File: src/scr_regs.vh
`ifndef SCR_REGS_VH
`define SCR_REGS_VH
// control-register indices
`define SCR_IDX_MODE 4'h0
`define SCR_IDX_FAULT 4'h2
`define SCR_IDX_XLAT 4'h3
`define SCR_IDX_EXT 4'h4
`define SCR_IDX_PRIO 4'h8
// operating modes
`define SCR_MODE_LEGACY 2'h0
`define SCR_MODE_COMPAT 2'h1
`define SCR_MODE_LONG64 2'h2
// mode-control field positions
`define SCR_BIT_PAGING 31
`define SCR_BIT_CACHE_DIS 30
`define SCR_BIT_WT_INHIBIT 29
`define SCR_BIT_ALIGN_MASK 18
`define SCR_BIT_SUP_WP 16
`define SCR_BIT_NUM_ERR 5
`define SCR_BIT_COPROC_TYPE 4
`define SCR_BIT_TASK_SW 3
`define SCR_BIT_EMUL 2
`define SCR_BIT_MONITOR 1
`define SCR_BIT_PROT_EN 0
// writable mask of mode-control, coprocessor type excluded
`define SCR_MODE_WR_MASK 32'hE005002F
// reset values
`define SCR_RST_MODE 64'h0000000000000000
`define SCR_RST_WORD 64'h0000000000000000
`define SCR_RST_PRIO 4'h0
// fault codes
`define SCR_FAULT_NONE 2'h0
`define SCR_FAULT_GP 2'h1
`define SCR_FAULT_UD 2'h2
`define SCR_FAULT_NM 2'h3
`define SCR_GP_CODE 16'h0000
`endif

File: src/scr_access_check.v
`timescale 1ns/1ps
`default_nettype none
`include "scr_regs.vh"
// combinational legality check of one control-register move
module scr_access_check (
    // request
    input wire [3:0] index_i,
    input wire [1:0] mode_i,
    input wire write_i,
    input wire rex_i,
    input wire [63:0] wdata_i,
    // verdict
    output reg [1:0] fault_o
);
    // reserved indices and priority outside 64-bit mode are undefined
    always @* begin
        fault_o = `SCR_FAULT_NONE;
        case (index_i)
            `SCR_IDX_MODE, `SCR_IDX_EXT: begin
                if (write_i && mode_i == `SCR_MODE_LONG64 && (|wdata_i[63:32]))
                    fault_o = `SCR_FAULT_GP; // [RULE_07]
            end
            `SCR_IDX_FAULT, `SCR_IDX_XLAT: fault_o = `SCR_FAULT_NONE;
            `SCR_IDX_PRIO: begin
                if (mode_i != `SCR_MODE_LONG64 || !rex_i)
                    fault_o = `SCR_FAULT_UD; // [RULE_14]
            end
            default: fault_o = `SCR_FAULT_UD; // [RULE_01] [RULE_21]
        endcase
    end
endmodule // scr_access_check
`default_nettype wire

File: src/scr_width_view.v
`timescale 1ns/1ps
`default_nettype none
`include "scr_regs.vh"
// width shaping by operating mode, shared by reads and writes
module scr_width_view (
    input wire [1:0] mode_i,
    input wire [63:0] data_i,
    output wire [63:0] data_o
);
    // 64-bit mode passes whole word, size override has no say
    assign data_o = (mode_i == `SCR_MODE_LONG64) ? data_i // [RULE_04]
                                                 : {32'h00000000, data_i[31:0]}; // [RULE_02]
endmodule // scr_width_view
`default_nettype wire

File: src/scr_control_regs.v
// Contract
// (RULE_01) indices 1,5-7,9-15 have no storage
// (RULE_02) legacy mode shows 32-bit registers and flags
// (RULE_03) feature-enable register is always 64 bits
// (RULE_04) 64-bit mode moves all 64 bits
// (RULE_05) legacy write zero-fills upper 32 bits
// (RULE_06) legacy read returns low 32 bits
// (RULE_07) 64-bit nonzero upper write faults, code zero
// (RULE_08) fault-address fully writable, unchecked
// (RULE_09) page fault loads faulting address
// (RULE_10) translation base holds table address, cache bits
// (RULE_11) software keeps unimplemented address bits zero
// (RULE_12) flags upper 32 bits read zero
// (RULE_13) flags upper writes dropped, no fault
// (RULE_14) priority register only 64-bit with prefix
// (RULE_15) legacy view equals bits 31 to 0
// (RULE_16) paging, cache, write-through, align bits placed
// (RULE_17) write-protect and numeric-error bits placed
// (RULE_18) coprocessor-type read-only, ts, em, mp placed
// (RULE_19) bit 0 enables protected mode
// (RULE_20) monitor and task-switched make wait fault; a wait in the same cycle as a move request gets no fault
// (RULE_21) reserved index move faults, changes nothing
`timescale 1ns/1ps
`default_nettype none
`include "scr_regs.vh"
module scr_control_regs (
    // clock and reset
    input wire clk_i,
    input wire reset_i,
    // operating mode and strap
    input wire [1:0] mode_i,
    input wire coproc_type_i,
    // control-register move request
    input wire move_valid_i,
    input wire move_write_i,
    input wire move_rex_i,
    input wire [3:0] move_index_i,
    input wire [63:0] move_wdata_i,
    // flags register access
    input wire flags_write_i,
    input wire [63:0] flags_wdata_i,
    // feature-enable register access
    input wire extended_feature_enable_register_write_i,
    input wire [63:0] extended_feature_enable_register_wdata_i,
    // page fault report
    input wire page_fault_i,
    input wire [63:0] fault_vaddr_i,
    // wait-for-coprocessor instruction
    input wire wait_exec_i,
    // move answer
    output reg move_done_o,
    output reg [63:0] move_rdata_o,
    output reg [1:0] fault_o,
    output reg [15:0] fault_code_o,
    // register views
    output reg [63:0] flags_o,
    output reg [63:0] extended_feature_enable_register_o,
    output reg [63:0] mode_ctrl_o,
    output reg [63:0] xlat_base_o,
    output reg [3:0] prio_o,
    output reg protected_mode_o,
    output reg paging_o
);
    reg [63:0] mode_q;
    reg [63:0] fault_addr_q;
    reg [63:0] xlat_q;
    reg [63:0] ext_q;
    reg [31:0] flags_q;
    reg [63:0] extended_feature_enable_register_q;
    reg [3:0] prio_q;
    reg type_q;
    wire [1:0] chk_fault;
    wire [63:0] wr_view;
    reg [63:0] rd_raw;
    wire [63:0] rd_view;
    wire wr_ok;

    // legality check of the move
    scr_access_check u_check (
        .index_i(move_index_i),
        .mode_i(mode_i),
        .write_i(move_write_i),
        .rex_i(move_rex_i),
        .wdata_i(move_wdata_i),
        .fault_o(chk_fault)
    );

    // write data trimmed to operating width
    scr_width_view u_wview (
        .mode_i(mode_i),
        .data_i(move_wdata_i),
        .data_o(wr_view)
    );

    // read data trimmed to operating width
    scr_width_view u_rview (
        .mode_i(mode_i),
        .data_i(rd_raw),
        .data_o(rd_view)
    );

    assign wr_ok = move_valid_i && move_write_i && (chk_fault == `SCR_FAULT_NONE);

    // read mux of implemented indices
    always @* begin
        case (move_index_i)
            `SCR_IDX_MODE: rd_raw = mode_q; // [RULE_15]
            `SCR_IDX_FAULT: rd_raw = fault_addr_q;
            `SCR_IDX_XLAT: rd_raw = xlat_q;
            `SCR_IDX_EXT: rd_raw = ext_q;
            `SCR_IDX_PRIO: rd_raw = {60'h000000000000000, prio_q};
            default: rd_raw = 64'h0000000000000000; // [RULE_01]
        endcase
    end

    // coprocessor-type strap sampled on every clock, during reset as well
    always @(posedge clk_i) begin
        type_q <= coproc_type_i;
    end

    // register storage; faulting moves leave everything alone
    always @(posedge clk_i) begin
        if (reset_i) begin
            mode_q <= `SCR_RST_MODE;
            fault_addr_q <= `SCR_RST_WORD;
            xlat_q <= `SCR_RST_WORD;
            ext_q <= `SCR_RST_WORD;
            flags_q <= 32'h00000000;
            extended_feature_enable_register_q <= `SCR_RST_WORD;
            prio_q <= `SCR_RST_PRIO;
        end else begin
            if (wr_ok) begin // [RULE_21]
                case (move_index_i)
                    `SCR_IDX_MODE: begin
                        // reserved bits stay zero, type bit is read-only
                        mode_q <= {wr_view[63:32],
                                   wr_view[31:0] & `SCR_MODE_WR_MASK}; // [RULE_16] [RULE_17] [RULE_18] [RULE_05]
                    end
                    `SCR_IDX_FAULT: fault_addr_q <= wr_view; // [RULE_08]
                    // unimplemented address bits are software's to keep zero
                    `SCR_IDX_XLAT: xlat_q <= wr_view; // [RULE_10] [RULE_11]
                    `SCR_IDX_EXT: ext_q <= wr_view; // [RULE_05]
                    `SCR_IDX_PRIO: prio_q <= move_wdata_i[3:0]; // [RULE_14]
                    default: mode_q <= mode_q;
                endcase
            end
            // page fault wins over a same-cycle move write
            if (page_fault_i)
                fault_addr_q <= fault_vaddr_i; // [RULE_09]
            if (flags_write_i)
                flags_q <= flags_wdata_i[31:0]; // [RULE_13]
            if (extended_feature_enable_register_write_i)
                extended_feature_enable_register_q <= extended_feature_enable_register_wdata_i; // [RULE_03]
        end
    end

    // move answer and fault report, one cycle after the request
    always @(posedge clk_i) begin
        if (reset_i) begin
            move_done_o <= 1'b0;
            move_rdata_o <= 64'h0000000000000000;
            fault_o <= `SCR_FAULT_NONE;
            fault_code_o <= 16'h0000;
        end else begin
            move_done_o <= move_valid_i;
            fault_o <= `SCR_FAULT_NONE;
            fault_code_o <= 16'h0000;
            if (move_valid_i) begin
                fault_o <= chk_fault; // [RULE_21]
                if (chk_fault == `SCR_FAULT_GP)
                    fault_code_o <= `SCR_GP_CODE; // [RULE_07]
                if (!move_write_i && chk_fault == `SCR_FAULT_NONE) begin
                    if (move_index_i == `SCR_IDX_MODE)
                        move_rdata_o <= {rd_view[63:32],
                                         rd_view[31:`SCR_BIT_NUM_ERR],
                                         type_q, rd_view[3:0]}; // [RULE_18] [RULE_06]
                    else
                        move_rdata_o <= rd_view; // [RULE_06] [RULE_04]
                end
            end else if (wait_exec_i && mode_q[`SCR_BIT_MONITOR] && mode_q[`SCR_BIT_TASK_SW]) begin
                fault_o <= `SCR_FAULT_NM; // [RULE_20]
            end
        end
    end

    // register views to the core
    always @(posedge clk_i) begin
        if (reset_i) begin
            flags_o <= 64'h0000000000000000;
            extended_feature_enable_register_o <= 64'h0000000000000000;
            mode_ctrl_o <= 64'h0000000000000000;
            xlat_base_o <= 64'h0000000000000000;
            prio_o <= 4'h0;
            protected_mode_o <= 1'b0;
            paging_o <= 1'b0;
        end else begin
            flags_o <= {32'h00000000, flags_q}; // [RULE_12] [RULE_02]
            extended_feature_enable_register_o <= extended_feature_enable_register_q; // [RULE_03]
            mode_ctrl_o <= {mode_q[63:5], type_q, mode_q[3:0]};
            xlat_base_o <= xlat_q;
            prio_o <= prio_q;
            protected_mode_o <= mode_q[`SCR_BIT_PROT_EN]; // [RULE_19]
            paging_o <= mode_q[`SCR_BIT_PAGING]; // [RULE_16]
        end
    end
endmodule // scr_control_regs
`default_nettype wire

File: config.mk
export PLATFORM = sky130hd
export DESIGN_NAME = scr_control_regs
export DESIGN_NICKNAME = d
export VERILOG_FILES = /design/src/scr_access_check.v /design/src/scr_width_view.v /design/src/scr_control_regs.v
export VERILOG_INCLUDE_DIRS = /design/src
export SDC_FILE = /design/constraint.sdc
export NUM_CORES = 1
export LEC_CHECK = 0
export BUFFER_PORTS_ARGS = -buffer_cell sky130_fd_sc_hd__buf_2
export CORE_AREA = 2 2 237 239
export CTS_CLUSTER_DIAMETER = 60
export DETAILED_ROUTE_END_ITERATION = 8
export DIE_AREA = 0 0 239 241
export PLACE_DENSITY = 0.72
export SYNTH_ARGS = -nofsm -noshare
export SYNTH_HDL_FRONTEND = slang
export SYNTH_HIERARCHICAL = 1
export SYNTH_SLANG_ARGS = --single-unit
File: constraint.sdc
create_clock -name clk_i -period 3 [get_ports clk_i]
set_clock_uncertainty 0.05 [all_clocks]
set_input_delay 0.9 -clock clk_i [delete_from_list [all_inputs] [get_ports clk_i]]
set_output_delay 0.9 -clock clk_i [all_outputs]
set_load 0.03 [all_outputs]
# Word level (Yosys, flattened, before mapping)
# Cells that the tools add are included.
[totals] reg_bits=643 in_bits=272 elab_cells=60
[op_classes] n_eq_ne=6 n_mux=12 n_reduce_logical=23
[ops] op="$mux W64" n=5
[ops] op="$pmux W64 S5" n=1
[ops] op="$reduce_or A32 Y1" n=1
[ops] op="$reduce_and A2 Y1" n=6
[ops] op="$eq A4 B2 Y1 const B" n=2
[ops] op="$logic_and A1 B1 Y1" n=7
[ops] op="$mux W2" n=3
[ops] op="$pmux W2 S3" n=1
[ops] op="$mux W5" n=1
[ops] op="$eq A4 B3 Y1 const B" n=1
[ops] op="$eq A4 B4 Y1 const B" n=1
[ops] op="$logic_not A4 Y1" n=1
[ops] op="$reduce_bool A2 Y1" n=2
[ops] op="$reduce_or A2 Y1" n=2
[ops] op="$eq A2 B2 Y1 const B" n=1
[ops] op="$logic_not A1 Y1" n=2
[ops] op="$logic_not A2 Y1" n=1
[ops] op="$ne A2 B2 Y1 const B" n=1
[ops] op="$logic_or A1 B1 Y1" n=1
[ops] op="$mux W1" n=1

# Logic depth before layout (Yosys ltp)
[logic_depth] word_depth=9 mapped_depth=10

# By module
# The synthesis kept the hierarchy.
[modules_own_cells] mod="scr_control_regs" instances=1 cells_each=2375 area_per_inst_um2=23282.3
[modules_own_cells] mod="scr_width_view" instances=2 cells_each=70 area_per_inst_um2=598.1
[modules_own_cells] mod="scr_access_check" instances=1 cells_each=17 area_per_inst_um2=137.6

# Worst setup path after synthesis
# No wires, ideal clock.
[synth_path] kind="input -> register" startpoint="in move_wdata_i[56]" endpoint="reg move_rdata_o[10]" setup_time_ps=132 arrival_time_ps=2691 setup_slack_ps=126 cell_stages=8 cell_sequence="nor4_2 -> nand4_1 -> o211a_1 -> or4b_2 -> clkbuf_1 -> clkbuf_1 -> nand2_1 -> a21oi_1"
[synth_via] elab_chain_cells=7
[synth_rtl] element="from (decl)" line_no="scr_control_regs.v:38" source="input wire [63:0] move_wdata_i,"
[synth_rtl] element="$reduce_or A32 Y1" line_no="scr_access_check.v:20" source="if (write_i && mode_i == `SCR_MODE_LONG64 && (|wdata_i[63:32]))"
[synth_rtl] element="$logic_and A1 B1 Y1" line_no="scr_access_check.v:20"
[synth_rtl] element="$mux W1" line_no="scr_access_check.v:20"
[synth_rtl] element="$pmux W2 S3" line_no="scr_access_check.v:18" source="case (index_i)"
[synth_rtl] element="named net chk_fault[0]" line_no="scr_control_regs.v:72" source="wire [1:0] chk_fault;"
[synth_rtl] element="$logic_not A2 Y1 (no line)"
[synth_rtl] element="$logic_and A1 B1 Y1 (no line)"
[synth_rtl] element="$reduce_and A2 Y1 (no line)"
[synth_rtl] element="to (signal assigned)" line_no="scr_control_regs.v:174" source="move_rdata_o <= {rd_view[63:32],"
[synth_rtl] element="to (signal assigned)" line_no="scr_control_regs.v:178" source="move_rdata_o <= rd_view;"
[synth_rtl] element="to (decl)" line_no="scr_control_regs.v:52" source="output reg [63:0] move_rdata_o,"
# The timed path passes the listed nets, and every way through them passes these cells.
# A chain may end at the register's enable or synchronous reset.

# Worst setup path in the final report
[layout_path] startpoint="in move_wdata_i[33]" endpoint="reg fault_addr_q[44]"
[layout_via] elab_chain_cells=8
[layout_rtl] element="$reduce_or A32 Y1" line_no="scr_access_check.v:20"
[layout_rtl] element="$logic_and A1 B1 Y1" line_no="scr_access_check.v:20"
[layout_rtl] element="$mux W1" line_no="scr_access_check.v:20"
[layout_rtl] element="$pmux W2 S3" line_no="scr_access_check.v:18"
[layout_rtl] element="named net chk_fault[0]" line_no="scr_control_regs.v:72"
[layout_rtl] element="$logic_not A2 Y1 (no line)"
[layout_rtl] element="$logic_and A1 B1 Y1" line_no="scr_control_regs.v:102" source="assign wr_ok = move_valid_i && move_write_i && (chk_fault == `SCR_FAULT_NONE);"
[layout_rtl] element="$reduce_bool A2 Y1 (no line)"
[layout_rtl] element="$reduce_and A2 Y1 (no line)"
[layout_rtl] element="to (signal assigned)" line_no="scr_control_regs.v:125" source="fault_addr_q <= `SCR_RST_WORD;"
[layout_rtl] element="to (signal assigned)" line_no="scr_control_regs.v:139" source="`SCR_IDX_FAULT: fault_addr_q <= wr_view;"
[layout_rtl] element="to (signal assigned)" line_no="scr_control_regs.v:149" source="fault_addr_q <= fault_vaddr_i;"
[layout_rtl] element="to (decl)" line_no="scr_control_regs.v:65" source="reg [63:0] fault_addr_q;"
# The timed path passes the listed nets, and every way through them passes these cells.

==> impl_metrics.prom <==
# TYPE chip_impl_metric gauge
chip_impl_metric{name="depth_of_the_most_critical_reg_to_reg_path",unit=""} 6
chip_impl_metric{name="max_freq",unit="MHz"} 325
chip_impl_metric{name="via_count",unit=""} 19300
chip_impl_info{name="timing.critical_path.from_type",value="input port"} 1
chip_impl_metric{name="post_drt_wl_per_cell",unit="um"} 19.6
chip_impl_info{name="synth_commonest_cells",value="sky130_fd_sc_hd__dfxtp_1, sky130_fd_sc_hd__mux2i_1, sky130_fd_sc_hd__nor2b_1"} 1
chip_impl_info{name="hp-class",value="in2reg"} 1
chip_impl_metric{name="leakagePower",unit="nW"} 14.0
chip_impl_metric{name="synthToLayoutAreaGrowth",unit="%"} 21.4
chip_impl_info{name="outcome",value="complete, but fails checks"} 1
chip_impl_metric{name="synth-seq-area-share",unit="%"} 49.5
chip_impl_metric{name="synth_enable_flop_cells",unit=""} 0
chip_impl_metric{name="cts_max_path_buffers",unit=""} 3
chip_impl_metric{name="ys_warn_count",unit=""} 6
chip_impl_metric{name="post_cts.repair.setup_buffers",unit=""} 0
chip_impl_metric{name="globalplace.congestion",unit=""} 0.848
chip_impl_metric{name="placed_cell_area",unit="mm^2"} 0.0276
chip_impl_metric{name="met1_usage",unit="%"} 29.1
chip_impl_info{name="clock_tree_root_buffer_cell",value="sky130_fd_sc_hd__clkbuf_16"} 1
chip_impl_metric{name="fin_crit",unit="ns"} 3.08
chip_impl_metric{name="peakVddDrop",unit="mV"} 0.386
chip_impl_metric{name="drc",unit=""} 0
chip_impl_metric{name="post-dp-hpwl",unit="um"} 49900
chip_impl_metric{name="globalRouteMet2Util",unit="%"} 40.5
chip_impl_metric{name="io_buffers",unit=""} 515
chip_impl_metric{name="vias_per_cell",unit=""} 5.23
chip_impl_metric{name="die_h",unit="um"} 241
chip_impl_metric{name="grt_first_pass_wirelength",unit="um"} 108000
chip_impl_metric{name="layout_setup_ws",unit="ns"} -0.0759
chip_impl_metric{name="drt-initial-drc-count",unit=""} 1344
chip_impl_metric{name="drt_pass1_iterations",unit=""} 8
chip_impl_metric{name="fp.dieArea",unit="mm^2"} 0.0576
chip_impl_metric{name="synthCells",unit=""} 2532
chip_impl_metric{name="finalWirelength",unit="um"} 72500
chip_impl_metric{name="grt_max_degree",unit=""} 91
chip_impl_metric{name="die_w",unit="um"} 239
chip_impl_metric{name="drive_above_1_share",unit="%"} 27.3
chip_impl_metric{name="floorplan.initialDensity",unit="%"} 44.9
chip_impl_metric{name="total_routing_usage_gr",unit="%"} 24.0
chip_impl_metric{name="critical_path_peak_fanout",unit=""} 30
chip_impl_info{name="ys_dominant_reg_cell",value="sky130_fd_sc_hd__dfxtp_1"} 1
chip_impl_metric{name="first_global_vias",unit=""} 19000
chip_impl_info{name="reg2reg_from",value="mode_q[39]"} 1
chip_impl_metric{name="slew_viol_final",unit=""} 0
chip_impl_metric{name="rows",unit=""} 86
chip_impl_metric{name="layout_worst_path_cycle_share",unit="%"} 103
chip_impl_metric{name="max_slew_margin",unit="%"} 37.3
chip_impl_info{name="setup.worst_path.class",value="in2reg"} 1
chip_impl_metric{name="antenna_left",unit=""} 0
chip_impl_metric{name="finish.net_count",unit=""} 3210
chip_impl_metric{name="timing.max_cap.violations",unit=""} 0
chip_impl_metric{name="core-area",unit="mm^2"} 0.0549
chip_impl_info{name="violations_in_the_final_reports",value="negative setup slack"} 1
chip_impl_metric{name="post_synth_arst_share",unit="%"} 0
chip_impl_info{name="synth_largest_area_cell",value="sky130_fd_sc_hd__dfxtp_1"} 1
chip_impl_metric{name="boundaryPins",unit=""} 617
chip_impl_metric{name="clk_transition_reported_paths",unit="ns"} 0.06
chip_impl_metric{name="synth.ff_latch_count",unit=""} 609
chip_impl_metric{name="synth_top_area_share",unit="%"} 49.5
chip_impl_metric{name="powerDensity",unit="mW/mm^2"} 602
chip_impl_info{name="timing.hold.worst.start",value="coproc_type_i"} 1
chip_impl_metric{name="fin_area",unit="mm^2"} 0.0299
chip_impl_info{name="worst_r2r_endpoint",value="move_rdata_o[39]"} 1
chip_impl_metric{name="worst-slew-pin-transition",unit="ns"} 0.938
chip_impl_metric{name="numCtsBuffers",unit=""} 66
chip_impl_info{name="most_used_layer_global_route",value="met2"} 1
chip_impl_metric{name="count_of_cell_types_in_the_netlist",unit=""} 41
chip_impl_info{name="most_frequent_cell_after_synthesis",value="sky130_fd_sc_hd__dfxtp_1"} 1
chip_impl_metric{name="clock_net_sink_count",unit=""} 609
chip_impl_metric{name="clk-insertion-delay-late",unit="ns"} 0.59
chip_impl_metric{name="timing.hold.worst_path_depth",unit=""} 1
chip_impl_metric{name="grt_antenna_before_repair",unit=""} 16
chip_impl_metric{name="fin_total_pwr",unit="W"} 0.0180
chip_impl_metric{name="layout.filler_cells",unit=""} 4865
chip_impl_metric{name="report.final.setup_viol",unit=""} 1
chip_impl_metric{name="globalRoute.totalOverflow",unit=""} 0
chip_impl_metric{name="hold_violations",unit=""} 0
chip_impl_metric{name="cp_data_arrival_time",unit="ns"} 3.46
chip_impl_metric{name="htree_levels",unit=""} 3
chip_impl_metric{name="setup.reg_to_reg.worst_slack",unit="ns"} 1.65
chip_impl_info{name="tritoncts",value="built"} 1
chip_impl_info{name="setup.worst_path.end_class",value="register"} 1
chip_impl_info{name="whs_endpoint",value="type_q"} 1
chip_impl_metric{name="met3_usage",unit="%"} 5.33
chip_impl_metric{name="syn_avg_cell_area",unit="um^2"} 9.72
chip_impl_info{name="ys_top_cells_by_area",value="sky130_fd_sc_hd__dfxtp_1, sky130_fd_sc_hd__mux2i_1, sky130_fd_sc_hd__nor2b_1"} 1
chip_impl_metric{name="synth_area",unit="mm^2"} 0.0246
chip_impl_metric{name="critPathRequiredTime",unit="ns"} 3.39
==> final cells by class <==
class	instances	area, um^2	share of cell area, %
timing repair buffer	606	3690	12.4
clock inverter	24	279	0.933
inverter	86	323	1.08
multi-input combinational	1569	10600	35.4
clock buffer	91	1930	6.45
antenna	9	22.5	0.0753
tap	704	881	2.95
sequential	609	12200	40.8
==> worst max-delay path: stages <==
cell and delay [ns]:
sky130_fd_sc_hd__buf_2 0.11, sky130_fd_sc_hd__nor4_1 0.33, sky130_fd_sc_hd__buf_4 0.17, sky130_fd_sc_hd__nand4_1 0.26, sky130_fd_sc_hd__o211a_1 0.37, sky130_fd_sc_hd__nor4bb_4 0.36
sky130_fd_sc_hd__buf_12 0.19, sky130_fd_sc_hd__buf_12 0.20, sky130_fd_sc_hd__a211oi_1 0.10, sky130_fd_sc_hd__a2111oi_0 0.44
==> placed cells by master, fill, tap and decap left out, types with 42 or more instances in the layout <==
cell type                   netlist  final
sky130_fd_sc_hd__a211oi_1        46     46
sky130_fd_sc_hd__a21oi_1        111    111
sky130_fd_sc_hd__and3b_2         64     64
sky130_fd_sc_hd__buf_2           44    511
sky130_fd_sc_hd__buf_4          151     60
sky130_fd_sc_hd__clkbuf_16        0     69
sky130_fd_sc_hd__conb_1           1     69
sky130_fd_sc_hd__dfxtp_1        609    609
sky130_fd_sc_hd__inv_1           86     86
sky130_fd_sc_hd__mux2i_1        288    288
sky130_fd_sc_hd__nand2_1        136    136
sky130_fd_sc_hd__nand2b_1       192    192
sky130_fd_sc_hd__nand3_1         42     42
sky130_fd_sc_hd__nor2_1         202    202
sky130_fd_sc_hd__nor2b_1        208    208
sky130_fd_sc_hd__o21ai_0         46     46
==> state kept, by name, indices dropped and copies added (netlist names), 2 cells and up <==
register	cells
fault_o	2
move_rdata_o	64
extended_feature_enable_register_q	64
mode_q	42
flags_q	32
xlat_base_o	64
ext_q	64
prio_q	4
prio_o	4
flags_o	32
extended_feature_enable_register_o	64
fault_addr_q	64
xlat_q	64
mode_ctrl_o	43
==> metrics by stage <==
step	hold WS, ns	setup TNS (ns)	worst slack (ns)	instances	util [%]
6_report	0.369	-0.0759	-0.0759	3698	54.5
5_1_grt	0.334	-0.0143	-0.0143	3696	54.5
4_1_cts	0.325	0	0.0711	3689	54.4
3_5_place_dp	0.397	-112.30	-0.534	3574	50.4
3_3_place_gp	0.392	-99.72	-0.407	3574	50.4
2_1_floorplan	0.386	0	0.126	2600	-
==> report_power, final <==
| part | internal, W | total [W] | switching (W) |
|---|---|---|---|
| Sequential | 0.00828 | 0.00837 | 0.0000855 |
| Clock | 0.00494 | 0.00823 | 0.00329 |
| Combinational | 0.000537 | 0.00141 | 0.000872 |
| Total | 0.0138 | 0.0180 | 0.00425 |
==> worst max-delay path by stage <==
stage                                 from                to  slack [ns]
after floorplan           move_wdata_i[56]  move_rdata_o[10]        0.13
after global placement    move_wdata_i[41]  fault_addr_q[23]       -0.41
after detailed placement  move_wdata_i[38]  fault_addr_q[26]       -0.53
after CTS                 move_wdata_i[38]  fault_addr_q[12]        0.07
after global routing      move_wdata_i[38]  fault_addr_q[60]       -0.01
final                     move_wdata_i[33]  fault_addr_q[44]       -0.08
==> timing repair <==
item                       CTS  global route
hold buffers                 0             0
gates resized for setup      0            12
setup endpoints to repair    0            10
==> cells by family after synthesis <==
group                  after synthesis  share of synthesized area, %
AO/OA/AOI/OAI                      317                          8.98
buffers and inverters              422                          8.96
flip-flops                         609                          49.5
multiplexers                       306                          12.5
other                                1                        0.0152
AND/OR/NAND/NOR                    877                          20.0
==> per-layer routing <==
metal	vias up	wire length, um	share of wire, %
met3	159	5580	7.7
met2	817	34800	48
met4	10	2970	4.1
li1	9143	-	-
met5	-	66	0.091
met1	9216	29100	40
No activity file was read; power rests on OpenSTA's default activity.
